$ cat src/core/tlss_consts.vh
// Constants for the torque limit and stop selector
`ifndef TLSS_CONSTS_VH
`define TLSS_CONSTS_VH
// ----------------------------------------------------------------
// Widths and reset values
// ----------------------------------------------------------------
`define TLSS_LIM_W          9
`define TLSS_LIM_MAX        9'h12C
`define TLSS_SECOND_RST     9'h12C
`define TLSS_THIRD_RST      9'h12C
`define TLSS_STOP_ACT_RST   3'h5
`define TLSS_ACT_FREE_RUN   3'h3
`define TLSS_ACT_EMG_STOP   3'h5
`define TLSS_ACT_EMG_STOP4  3'h4
`define TLSS_HOLD_NONE      2'h0
`define TLSS_HOLD_SECOND    2'h1
`define TLSS_HOLD_ANALOG    2'h2
`define TLSS_MODE_POS       2'h0
`define TLSS_MODE_SPD       2'h1
`define TLSS_MODE_TRQ       2'h2
`define TLSS_DEV_W          24
`define TLSS_DEV_LVL_RST    11'h096
`define TLSS_OLW_RST        7'h32
`define TLSS_OLW_MIN        7'h0A
`define TLSS_OLW_MAX        7'h64
`define TLSS_DEV_LVL_MIN    11'h001
`define TLSS_DEV_LVL_MAX    11'h3E8
// ----------------------------------------------------------------
// Timing
// ----------------------------------------------------------------
`define TLSS_CLK_HZ         20000000
`define TLSS_TICK_US        10000
`define TLSS_TICK_CYC       ((`TLSS_CLK_HZ / 1000000) * `TLSS_TICK_US)
`define TLSS_BRK_MAX        10'h3E7
`endif

$ cat src/core/tlss_sync.v
// Three-flop input synchroniser with agreement detection
`timescale 1ns/100ps
module tlss_sync #(
  parameter W = 1
) (
  input  wire         clk_i,
  input  wire         rst_i,
  input  wire         ce_i,
  input  wire [W-1:0] d_i,
  output reg  [W-1:0] q_o
);
  reg [W-1:0] s1_reg;
  reg [W-1:0] s2_reg;
  reg [W-1:0] s3_reg;
  genvar g;
  always @(posedge clk_i or posedge rst_i) begin
    if (rst_i) begin
      s1_reg <= {W{1'b0}};
      s2_reg <= {W{1'b0}};
      s3_reg <= {W{1'b0}};
    end else if (ce_i) begin
      s1_reg <= d_i;
      s2_reg <= s1_reg;
      s3_reg <= s2_reg;
    end
  end
  // A bit moves only once the last two stages agree
  generate
    for (g = 0; g < W; g = g + 1) begin : g_bit
      always @(posedge clk_i or posedge rst_i) begin
        if (rst_i) begin
          q_o[g] <= 1'b0;
        end else if (ce_i && (s2_reg[g] == s3_reg[g])) begin
          q_o[g] <= s3_reg[g];
        end
      end
    end
  endgenerate
endmodule

$ cat src/core/tlss_top.v
// Torque limit selection and stop behaviour of a servo drive
// Summary of operation
// - Torque mode with source 0 uses forward and reverse limits
// - Stop, no selects: third or direction limit
// - Stop, select0: third or min(analog, direction)
// - Stop, select1: third or min(second, direction)
// - Stop, both: third or min(analog, second)
// - Source 1 always uses analog limit
// - Sudden stops use third limit, except on main power loss
// - Position mode holds deviation at contact stop
// - Hold limit chosen by selects and setting
// - Source 1, hold 2 uses torque reference
// - Three stop actions, default 5, modes 3/4/5
// - Major alarm always free-runs on deceleration
// - Keep torque for brake hold time
// - Brake output drops at servo-on off
// - Flying start captures speed on servo-on in speed mode
// - Speed capture also on the first servo-on after power-up
// - Undervoltage alarms only when enabled
// - Deviation overflow above programmed level in position mode
// - Overload warning at programmed percentage
// - Starred settings latch at power-up
// - Source selects selects or analog limit
// - Second and third limits 0 to 300
`timescale 1ns/100ps
`include "tlss_consts.vh"
module tlss_top #(
  parameter LW       = `TLSS_LIM_W,
  parameter DW       = `TLSS_DEV_W,
  parameter SW       = 16,
  parameter PPR      = 16'h1000,
  parameter TICK_CYC = `TLSS_TICK_CYC
) (
  input  wire          CLK_SYS_I,
  input  wire          SYS_RST_I,
  input  wire          CLK_EN_I,
  input  wire [1:0]    CTRL_MODE_I,
  input  wire          SERVO_ON_I,
  input  wire          FORCED_STOP_I,
  input  wire          OVERTRAVEL_LIMIT_INPUT_I,
  input  wire          LIMIT_SEL0_I,
  input  wire          LIMIT_SEL1_I,
  input  wire          MINOR_ALARM_I,
  input  wire          MAJOR_ALARM_I,
  input  wire          MAIN_POWER_LOSS_I,
  input  wire          UNDERVOLTAGE_I,
  input  wire          DIR_CCW_I,
  input  wire [LW-1:0] FWD_LIMIT_I,
  input  wire [LW-1:0] REV_LIMIT_I,
  input  wire [LW-1:0] ANALOG_LIMIT_VALUE_I,
  input  wire [LW-1:0] ANALOG_TORQUE_REFERENCE_I,
  input  wire          TORQUE_LIMIT_SOURCE_I,
  input  wire [LW-1:0] SECOND_TORQUE_LIMIT_I,
  input  wire [1:0]    DEVIATION_HOLD_SELECT_I,
  input  wire [LW-1:0] THIRD_TORQUE_LIMIT_I,
  input  wire [2:0]    SERVO_OFF_STOP_ACTION_I,
  input  wire [2:0]    ALARM_STOP_ACTION_I,
  input  wire [2:0]    POWER_LOSS_STOP_ACTION_I,
  input  wire [9:0]    BRAKE_HOLD_TIME_I,
  input  wire          FLYING_START_ENABLE_I,
  input  wire          UNDERVOLTAGE_ALARM_ENABLE_I,
  input  wire [10:0]   DEVIATION_OVERFLOW_LEVEL_I,
  input  wire [6:0]    OVERLOAD_WARNING_LEVEL_I,
  input  wire [6:0]    OVERLOAD_LEVEL_I,
  input  wire [DW-1:0] POSITION_DEVIATION_I,
  input  wire [SW-1:0] MOTOR_SPEED_I,
  output reg  [LW-1:0] FWD_TORQUE_LIMIT_O,
  output reg  [LW-1:0] REV_TORQUE_LIMIT_O,
  output reg           DEVIATION_HOLD_O,
  output reg  [LW-1:0] HOLD_TORQUE_LIMIT_O,
  output reg           TORQUE_ENABLE_O,
  output reg           FREE_RUN_O,
  output reg           EMERGENCY_DECEL_O,
  output reg           BRAKE_RELEASE_O,
  output reg           SPEED_LOAD_O,
  output reg  [SW-1:0] SPEED_START_O,
  output reg           UNDERVOLTAGE_ALARM_O,
  output reg           DEVIATION_OVERFLOW_O,
  output reg           GENERAL_OUTPUT_SIGNAL_O
);
  // ----------------------------------------------------------------
  // Pin synchronisers
  // ----------------------------------------------------------------
  wire [8:0] pin_q;
  tlss_sync #(
    .W (9)
  ) u_sync (
    .clk_i (CLK_SYS_I),
    .rst_i (SYS_RST_I),
    .ce_i  (CLK_EN_I),
    .d_i   ({SERVO_ON_I, FORCED_STOP_I, OVERTRAVEL_LIMIT_INPUT_I, LIMIT_SEL0_I,
             LIMIT_SEL1_I, MINOR_ALARM_I, MAJOR_ALARM_I, MAIN_POWER_LOSS_I,
             UNDERVOLTAGE_I}),
    .q_o   (pin_q)
  );
  wire son   = pin_q[8];
  wire fstop = pin_q[7];
  wire ot    = pin_q[6];
  wire sel0  = pin_q[5];
  wire sel1  = pin_q[4];
  wire minor = pin_q[3];
  wire major = pin_q[2];
  wire ploss = pin_q[1];
  wire uv    = pin_q[0];

  // ----------------------------------------------------------------
  // Power-up latched settings
  // ----------------------------------------------------------------
  // Captured once after reset release; later edits wait for power cycle
  reg       latched_reg;
  reg       src_reg;
  reg [1:0] hold_sel_reg;
  reg [2:0] son_act_reg;
  reg [2:0] alm_act_reg;
  reg [2:0] pwr_act_reg;
  reg       fly_reg;
  reg       uv_en_reg;
  always @(posedge CLK_SYS_I or posedge SYS_RST_I) begin
    if (SYS_RST_I) begin
      latched_reg  <= 1'b0;
      src_reg      <= 1'b0;
      hold_sel_reg <= `TLSS_HOLD_NONE;
      son_act_reg  <= `TLSS_STOP_ACT_RST;
      alm_act_reg  <= `TLSS_STOP_ACT_RST;
      pwr_act_reg  <= `TLSS_STOP_ACT_RST;
      fly_reg      <= 1'b0;
      uv_en_reg    <= 1'b1;
    end else if (CLK_EN_I && !latched_reg) begin
      latched_reg  <= 1'b1;
      src_reg      <= TORQUE_LIMIT_SOURCE_I;
      hold_sel_reg <= DEVIATION_HOLD_SELECT_I;
      son_act_reg  <= SERVO_OFF_STOP_ACTION_I;
      alm_act_reg  <= ALARM_STOP_ACTION_I;
      pwr_act_reg  <= POWER_LOSS_STOP_ACTION_I;
      fly_reg      <= FLYING_START_ENABLE_I;
      uv_en_reg    <= UNDERVOLTAGE_ALARM_ENABLE_I;
    end
  end

  // ----------------------------------------------------------------
  // Limit clamping, common percent scale
  // ----------------------------------------------------------------
  function [LW-1:0] clamp;
    input [LW-1:0] v;
    begin
      clamp = (v > `TLSS_LIM_MAX) ? `TLSS_LIM_MAX : v;
    end
  endfunction
  function [LW-1:0] lmin;
    input [LW-1:0] a;
    input [LW-1:0] b;
    begin
      lmin = (a < b) ? a : b;
    end
  endfunction
  wire [LW-1:0] fwd  = clamp(FWD_LIMIT_I);
  wire [LW-1:0] rev  = clamp(REV_LIMIT_I);
  wire [LW-1:0] sec  = clamp(SECOND_TORQUE_LIMIT_I);
  wire [LW-1:0] thr  = clamp(THIRD_TORQUE_LIMIT_I);
  // Source 1 still reads the analog limit; the reference only feeds holding
  wire [LW-1:0] ana  = clamp(ANALOG_LIMIT_VALUE_I);
  // Hold uses the torque reference whenever source 1 and hold 2
  wire [LW-1:0] hana = (src_reg && hold_sel_reg == `TLSS_HOLD_ANALOG)
                       ? clamp(ANALOG_TORQUE_REFERENCE_I) : ana;

  // ----------------------------------------------------------------
  // Stop sequencing
  // ----------------------------------------------------------------
  localparam ST_RUN  = 3'h0;
  localparam ST_DEC  = 3'h1;
  localparam ST_HOLD = 3'h2;
  localparam ST_FREE = 3'h3;
  localparam ST_OFF  = 3'h4;

  reg  [2:0]  state_reg;
  reg  [2:0]  state_next;
  reg  [2:0]  act_reg;
  reg  [2:0]  act_next;
  reg         third_reg;
  reg         third_next;
  reg         son_d_reg;
  reg  [31:0] tick_cnt_reg;
  reg  [9:0]  hold_cnt_reg;
  reg         powered_reg;
  wire        tick     = (tick_cnt_reg == TICK_CYC - 1);
  wire        torq_md  = (CTRL_MODE_I == `TLSS_MODE_TRQ);
  wire        son_fall = son_d_reg && !son;
  wire        son_rise = !son_d_reg && son;
  wire [9:0]  brk_time = (BRAKE_HOLD_TIME_I > `TLSS_BRK_MAX) ? `TLSS_BRK_MAX
                                                            : BRAKE_HOLD_TIME_I;
  wire        hold_done = (hold_cnt_reg >= brk_time);

  always @* begin
    state_next = state_reg;
    act_next   = act_reg;
    third_next = third_reg;
    case (state_reg)
      ST_RUN: begin
        if (major) begin
          state_next = ST_FREE;
        end else if (ploss) begin
          act_next   = pwr_act_reg;
          third_next = 1'b0;
          state_next = (pwr_act_reg == `TLSS_ACT_FREE_RUN) ? ST_FREE : ST_DEC;
        end else if (minor) begin
          act_next   = alm_act_reg;
          third_next = (alm_act_reg == `TLSS_ACT_EMG_STOP4) ||
                       (alm_act_reg == `TLSS_ACT_EMG_STOP);
          state_next = (alm_act_reg == `TLSS_ACT_FREE_RUN) ? ST_FREE : ST_DEC;
        end else if (!son) begin
          act_next   = son_act_reg;
          third_next = 1'b1;
          state_next = (son_act_reg == `TLSS_ACT_FREE_RUN) ? ST_FREE : ST_HOLD;
        end else if (!fstop || !ot) begin
          act_next   = `TLSS_ACT_EMG_STOP;
          third_next = 1'b1;
          state_next = ST_DEC;
        end
      end
      ST_DEC: begin
        if (major) begin
          state_next = ST_FREE;
        end else if (son && fstop && ot && !minor && !ploss) begin
          state_next = ST_RUN;
        end else if (!son) begin
          state_next = ST_HOLD;
        end
      end
      ST_HOLD: begin
        // Torque kept while the brake engages
        if (major) begin
          state_next = ST_FREE;
        end else if (hold_done) begin
          state_next = ST_FREE;
        end
      end
      ST_FREE: begin
        if (son && !major && !minor && !ploss) begin
          state_next = ST_RUN;
        end
      end
      default: begin
        state_next = ST_FREE;
      end
    endcase
  end

  always @(posedge CLK_SYS_I or posedge SYS_RST_I) begin
    if (SYS_RST_I) begin
      state_reg    <= ST_OFF;
      act_reg      <= `TLSS_STOP_ACT_RST;
      third_reg    <= 1'b0;
      son_d_reg    <= 1'b0;
      tick_cnt_reg <= 32'h0;
      hold_cnt_reg <= 10'h000;
      powered_reg  <= 1'b0;
    end else if (CLK_EN_I) begin
      state_reg   <= state_next;
      act_reg     <= act_next;
      third_reg   <= third_next;
      son_d_reg   <= son;
      powered_reg <= powered_reg | (state_reg != ST_OFF);
      if (state_reg != ST_HOLD || tick) begin
        tick_cnt_reg <= 32'h0;
      end else begin
        tick_cnt_reg <= tick_cnt_reg + 32'h1;
      end
      if (state_reg != ST_HOLD) begin
        hold_cnt_reg <= 10'h000;
      end else if (tick && !hold_done) begin
        hold_cnt_reg <= hold_cnt_reg + 10'h001;
      end
    end
  end

  // ----------------------------------------------------------------
  // Torque limit selection
  // ----------------------------------------------------------------
  reg [LW-1:0] fwd_sel;
  reg [LW-1:0] rev_sel;
  reg          stopping;
  always @* begin
    stopping = (state_reg == ST_DEC) || (state_reg == ST_HOLD);
    fwd_sel  = fwd;
    rev_sel  = rev;
    if (src_reg) begin
      fwd_sel = ana;
      rev_sel = ana;
    end else if (torq_md) begin
      fwd_sel = fwd;
      rev_sel = rev;
    end else if (stopping && third_reg) begin
      case ({sel1, sel0})
        2'b00: begin
          fwd_sel = (fwd >= thr) ? thr : fwd;
          rev_sel = (rev >= thr) ? thr : rev;
        end
        2'b01: begin
          fwd_sel = (ana >= thr && fwd >= thr) ? thr : lmin(ana, fwd);
          rev_sel = (ana >= thr && rev >= thr) ? thr : lmin(ana, rev);
        end
        2'b10: begin
          fwd_sel = (sec >= thr && fwd >= thr) ? thr : lmin(sec, fwd);
          rev_sel = (sec >= thr && rev >= thr) ? thr : lmin(sec, rev);
        end
        default: begin
          fwd_sel = (ana >= thr && sec >= thr) ? thr : lmin(ana, sec);
          rev_sel = fwd_sel;
        end
      endcase
    end else begin
      case ({sel1, sel0})
        2'b00: begin
          fwd_sel = fwd;
          rev_sel = rev;
        end
        2'b01: begin
          fwd_sel = lmin(ana, fwd);
          rev_sel = lmin(ana, rev);
        end
        2'b10: begin
          fwd_sel = lmin(sec, fwd);
          rev_sel = lmin(sec, rev);
        end
        default: begin
          fwd_sel = lmin(ana, sec);
          rev_sel = fwd_sel;
        end
      endcase
    end
  end

  // ----------------------------------------------------------------
  // Deviation hold
  // ----------------------------------------------------------------
  reg          hold_on;
  reg [LW-1:0] hold_lim;
  always @* begin
    hold_on  = 1'b0;
    hold_lim = {LW{1'b0}};
    if (CTRL_MODE_I == `TLSS_MODE_POS) begin
      case ({sel1, sel0})
        2'b01: begin
          hold_on  = (hold_sel_reg == `TLSS_HOLD_ANALOG);
          hold_lim = hana;
        end
        2'b10: begin
          hold_on  = (hold_sel_reg == `TLSS_HOLD_SECOND);
          hold_lim = sec;
        end
        2'b11: begin
          hold_on  = (hold_sel_reg == `TLSS_HOLD_SECOND) ||
                     (hold_sel_reg == `TLSS_HOLD_ANALOG);
          hold_lim = (hold_sel_reg == `TLSS_HOLD_SECOND) ? sec : hana;
        end
        default: begin
          hold_on  = 1'b0;
          hold_lim = {LW{1'b0}};
        end
      endcase
    end
  end

  // ----------------------------------------------------------------
  // Monitors: deviation overflow and overload warning
  // ----------------------------------------------------------------
  // Level in tenths of a revolution; scaled to counts
  wire [10:0] dev_lvl = (DEVIATION_OVERFLOW_LEVEL_I < `TLSS_DEV_LVL_MIN) ? `TLSS_DEV_LVL_MIN :
                        (DEVIATION_OVERFLOW_LEVEL_I > `TLSS_DEV_LVL_MAX) ? `TLSS_DEV_LVL_MAX :
                        DEVIATION_OVERFLOW_LEVEL_I;
  wire [47:0] dev_cnt10 = {37'h0, dev_lvl} * {32'h0, PPR[15:0]};
  wire [47:0] dev_abs10 = {24'h0, POSITION_DEVIATION_I[DW-1] ? (~POSITION_DEVIATION_I +
                          {{(DW-1){1'b0}}, 1'b1}) : POSITION_DEVIATION_I} * 48'hA;
  wire [6:0]  olw_lvl = (OVERLOAD_WARNING_LEVEL_I < `TLSS_OLW_MIN) ? `TLSS_OLW_MIN :
                        (OVERLOAD_WARNING_LEVEL_I > `TLSS_OLW_MAX) ? `TLSS_OLW_MAX :
                        OVERLOAD_WARNING_LEVEL_I;

  // ----------------------------------------------------------------
  // Output registers
  // ----------------------------------------------------------------
  always @(posedge CLK_SYS_I or posedge SYS_RST_I) begin
    if (SYS_RST_I) begin
      FWD_TORQUE_LIMIT_O      <= {LW{1'b0}};
      REV_TORQUE_LIMIT_O      <= {LW{1'b0}};
      DEVIATION_HOLD_O        <= 1'b0;
      HOLD_TORQUE_LIMIT_O     <= {LW{1'b0}};
      TORQUE_ENABLE_O         <= 1'b0;
      FREE_RUN_O              <= 1'b1;
      EMERGENCY_DECEL_O       <= 1'b0;
      BRAKE_RELEASE_O         <= 1'b0;
      SPEED_LOAD_O            <= 1'b0;
      SPEED_START_O           <= {SW{1'b0}};
      UNDERVOLTAGE_ALARM_O    <= 1'b0;
      DEVIATION_OVERFLOW_O    <= 1'b0;
      GENERAL_OUTPUT_SIGNAL_O <= 1'b0;
    end else if (CLK_EN_I) begin
      FWD_TORQUE_LIMIT_O   <= fwd_sel;
      REV_TORQUE_LIMIT_O   <= rev_sel;
      DEVIATION_HOLD_O     <= hold_on;
      HOLD_TORQUE_LIMIT_O  <= hold_lim;
      TORQUE_ENABLE_O      <= (state_next == ST_RUN) || (state_next == ST_DEC) ||
                              (state_next == ST_HOLD);
      FREE_RUN_O           <= (state_next == ST_FREE) || (state_next == ST_OFF);
      EMERGENCY_DECEL_O    <= (state_next == ST_DEC) && (act_next != `TLSS_ACT_FREE_RUN);
      BRAKE_RELEASE_O      <= son && (state_next == ST_RUN);
      // Any servo-on rise in free-run in speed mode picks up speed, the first start included
      SPEED_LOAD_O         <= son_rise && fly_reg && powered_reg &&
                              (state_reg == ST_FREE) &&
                              (CTRL_MODE_I == `TLSS_MODE_SPD);
      if (son_rise && state_reg == ST_FREE) begin
        SPEED_START_O <= MOTOR_SPEED_I;
      end
      UNDERVOLTAGE_ALARM_O <= uv_en_reg && uv;
      DEVIATION_OVERFLOW_O <= (CTRL_MODE_I == `TLSS_MODE_POS) &&
                              (dev_abs10 > dev_cnt10);
      GENERAL_OUTPUT_SIGNAL_O <= (OVERLOAD_LEVEL_I >= olw_lvl);
    end
  end
  // Brake hold length is clamped to TLSS_BRK_MAX, 999 ticks
  wire unused_fall = son_fall;
endmodule

$ cat config.mk
export PLATFORM = sky130hd
export DESIGN_NAME = tlss_top
export DESIGN_NICKNAME = d
export VERILOG_FILES = /design/src/core/tlss_sync.v /design/src/core/tlss_top.v
export VERILOG_INCLUDE_DIRS = /design/src /design/src/core
export SDC_FILE = /design/constraint.sdc
export NUM_CORES = 1
export LEC_CHECK = 0
export BUFFER_PORTS_ARGS = -buffer_cell sky130_fd_sc_hd__buf_2
export CAP_MARGIN = 20
export CORE_ASPECT_RATIO = 0.7
export CORE_MARGIN = 3
export CORE_UTILIZATION = 25
export CTS_CLUSTER_SIZE = 14
export DETAILED_ROUTE_END_ITERATION = 10
export PLACE_DENSITY = 0.42
export SLEW_MARGIN = 20
export SYNTH_ARGS = -nofsm -noshare
export SYNTH_HDL_FRONTEND = slang
export SYNTH_HIERARCHICAL = 1
export SYNTH_SLANG_ARGS = --single-unit
$ cat constraint.sdc
create_clock -name CLK_SYS_I -period 7.6 [get_ports CLK_SYS_I]
set_clock_uncertainty 0.15 [all_clocks]
set_input_delay 0.76 -clock CLK_SYS_I [delete_from_list [all_inputs] [get_ports CLK_SYS_I]]
set_output_delay 0.76 -clock CLK_SYS_I [all_outputs]
set_load 0.01 [all_outputs]
==> impl_metrics.py <==
metrics = {
    "status": {
        "outcome": "complete, no violations",
    },
    "route": {
        "wl_mm": 54.9,
        "num_vias": 14000,
        "viasPerCell": 5.29,
        "drc_errors": 0,
        "routedWlPerCell_um": 20.8,
        "drtPass1Iterations": 6,
        "postRouteAntennaNets": 0,
        "drt_iter0_markers": 1149,
    },
    "die": {
        "fp.dieW_um": 291,
        "chipHeight_um": 205,
        "start_util": 0.255,
        "pin_count": 210,
        "die_area_um2": 59800,
        "row_count": 72,
        "core_um2": 55800,
    },
    "flow_run": {
        "cap_violations": 0,
    },
    "pwr": {
        "pwr-share-comb": 0.465,
        "power_per_cell_area_nw_per_um2": 240,
        "cellLeakagePower_nw": 7.42,
        "peakVddDrop_v": 0.000125,
        "swShare": 0.425,
        "pwr-share-clk": 0.239,
        "intPower_mw": 2.30,
        "p_sw_mw": 1.70,
        "seqPwrFrac": 0.296,
    },
    "setup_path": {
        "cp.buffers_inverters": 2,
        "crit_top_cell": "ha_1",
        "crit_path_end_kind": "register",
        "crit_required_ns": 7.76,
        "r2r_setup_slack_ns": 4.13,
        "cp_max_fo": 4,
        "path_class": "in2reg",
        "arrival_ns": 6.62,
        "timing.rr.start": "u_sync/q_o[4]",
        "critPathTopFamily": "simple AND/OR/NAND/NOR gates",
        "slowest_delay_ns": 0.55,
        "slowest_stage": "or4_4",
        "worstReg2RegEnd": "FWD_TORQUE_LIMIT_O[3]",
        "cp-start-kind": "input port",
        "r2r_cells": 8,
    },
    "timing": {
        "grt_setup_unrepaired": "false",
        "worst_pin_slew_ns": 1.15,
        "slew_violations": 0,
        "period_share": 0.851,
        "final-hold-violation-count": 0,
        "final-setup-viol-count": 0,
        "relSlewSlack": 0.225,
        "fin_crit_ns": 6.46,
        "setup_tns_ns": 0,
        "fmax_ghz": 0.155,
    },
    "clock_network": {
        "cts_root_buf": "clkbuf_16",
        "post-cts-setup-buffer-count": 0,
        "cts_hold_buf": 0,
        "clock_path_buffers": 2,
        "cts-buffers-inserted": 17,
        "tritoncts": "built",
        "ctsResizeCount": 0,
        "cts_sinks": 154,
        "worstSkewPairLatency_ns": 0.44,
        "clk_pin_slew_ns": 0.07,
        "h-tree-depth": 4,
    },
    "layout": {
        "layout-drive-gt1-share": 0.200,
        "num-fill-cells": 5909,
        "n_antenna_cell": 0,
        "final_util": 0.299,
        "syn_to_final_growth_pct": 17.4,
        "nNetsFinal": 2192,
        "largest_reg_flops": 32,
    },
    "synthesis": {
        "synth_ff_type": "dfrtp_1",
        "synth_common_cells": "166 x nand2_1, 160 x nor2_1, 147 x ha_1",
        "ys_seq_elements": 154,
        "synth.avg_cell_area_um2": 8.33,
        "synth_edf_count": 0,
        "syn-num-nets": 2012,
        "synthArstFlopShare": 1.00,
        "synth_top_area_cell": "dfrtp_1",
        "synth.distinct_cells": 94,
        "mappedNetlistArea_um2": 14200,
        "synth_top_area_frac": 0.252,
        "synthCells": 1706,
        "yosys.cell_count.top_type": "nand2_1",
        "seq_area_frac_synth": 0.272,
        "yosys_warnings": 6,
        "yosys-top-cells-area": "dfrtp_1 25%, ha_1 13%, a21oi_1 4.8%",
    },
    "global_routing": {
        "grtUsageTotal": 0.179,
        "antenna_found_initial": 1,
        "grt_pass1_wl_mm": 82.9,
        "grt_max_degree": 73,
        "grt.overflow.total": 0,
        "grt_pass1_vias": 13500,
    },
    "placement": {
        "place.gp.congestion": 0.949,
        "port_buffers": 208,
        "dpl.hpwl_mm": 42.7,
    },
    "min_path": {
        "holdCritPathClass": "in2async",
    },
}
-- layer usage --
layer,GRT usage,part of all wire
met5,0,0.00036
met4,0.0322,0.011
met2,0.262,0.41
met3,0.0289,0.057
met1,0.274,0.52
-- area by class of cell --
class	count	area, µm²	share of cell area
clock buffer	18	429	0.0257
clock inverter	13	216	0.0130
inverter	83	314	0.0188
multi-input combinational	1402	9740	0.584
sequential	154	3870	0.232
tap	740	926	0.0555
timing repair buffer	228	1190	0.0715
-- worst max-delay path by stage --
stage / startpoint / end / slack (ns) / cells after the start
2_1_floorplan: POSITION_DEVIATION_I[1] / DEVIATION_OVERFLOW_O / 1.52 / 22
3_3_place_gp: POSITION_DEVIATION_I[0] / DEVIATION_OVERFLOW_O / 0.70 / 25
3_5_place_dp: POSITION_DEVIATION_I[1] / DEVIATION_OVERFLOW_O / 0.70 / 25
4_1_cts: POSITION_DEVIATION_I[1] / DEVIATION_OVERFLOW_O / 1.17 / 25
5_1_grt: POSITION_DEVIATION_I[1] / DEVIATION_OVERFLOW_O / 0.66 / 25
6_report: POSITION_DEVIATION_I[1] / DEVIATION_OVERFLOW_O / 1.14 / 25
-- through the flow --
stage / hold slack (ns) / area, µm² / setup WS (ns) / power, mW / instances
6_report: 0.265 / 16700 / 1.14 / 4.00 / 2638
5_1_grt: 0.300 / 16700 / 0.664 / 4.27 / 2638
4_1_cts: 0.279 / 16700 / 1.17 / 4.01 / 2638
3_5_place_dp: 0.292 / 16000 / 0.699 / 3.02 / 2607
3_3_place_gp: 0.288 / 16000 / 0.696 / 3.01 / 2607
2_1_floorplan: 0.270 / 14200 / 1.52 / 2.33 / 1706
-- logic make-up (layout without fill, tap and decap cells) --
| group | count (synthesis) | after routing | synth area share |
|---|---|---|---|
| AND/OR/NAND/NOR | 576 | 576 | 0.200 |
| AO/OA/AOI/OAI | 523 | 523 | 0.245 |
| flip-flops | 154 | 154 | 0.272 |
| buffers and inverters | 150 | 342 | 0.0438 |
| adder cells (fa/ha/maj) | 148 | 148 | 0.131 |
| multiplexers | 87 | 87 | 0.0665 |
| XOR/XNOR | 67 | 67 | 0.0413 |
| other | 1 | 1 | 0.000264 |
-- power by group through the flow --
stage                     Combinational, mW  Clock (mW)  Sequential, mW
final                                  1.86       0.957            1.18
after global routing                   2.04        1.02            1.21
after detailed placement               1.82           0            1.20
after floorplan                        1.17           0            1.16
after global placement                 1.82           0            1.19
after CTS                              1.84       0.989            1.18
-- layout by cell type (no fill, tap or decap), types with 12 or more instances in the layout --
| cell type | netlist | routed |
|---|---|---|
| nand4_1 | 25 | 25 |
| o22ai_1 | 29 | 29 |
| a21oi_1 | 137 | 137 |
| nand3_1 | 30 | 30 |
| nor3_1 | 36 | 35 |
| clkbuf_16 | 0 | 17 |
| and3_1 | 15 | 15 |
| buf_2 | 6 | 207 |
| a211oi_1 | 18 | 17 |
| nor2_1 | 160 | 160 |
| inv_1 | 80 | 79 |
| o21ai_0 | 117 | 117 |
| o21a_1 | 18 | 18 |
| or2_2 | 20 | 20 |
| nor2b_1 | 15 | 14 |
| dfrtp_1 | 143 | 143 |
| a21o_1 | 29 | 29 |
| mux2i_1 | 28 | 28 |
| a221oi_1 | 14 | 14 |
| xnor2_1 | 39 | 39 |
| xor2_1 | 28 | 28 |
| nand2_1 | 166 | 166 |
| or3_1 | 18 | 18 |
| mux2_2 | 59 | 59 |
| o211ai_1 | 12 | 12 |
| ha_1 | 147 | 147 |
| o2bb2ai_1 | 15 | 15 |
| o221ai_1 | 15 | 15 |
| nand2b_1 | 31 | 31 |
| buf_4 | 1 | 21 |
Note: power is estimated with default switching activity, not from simulation.
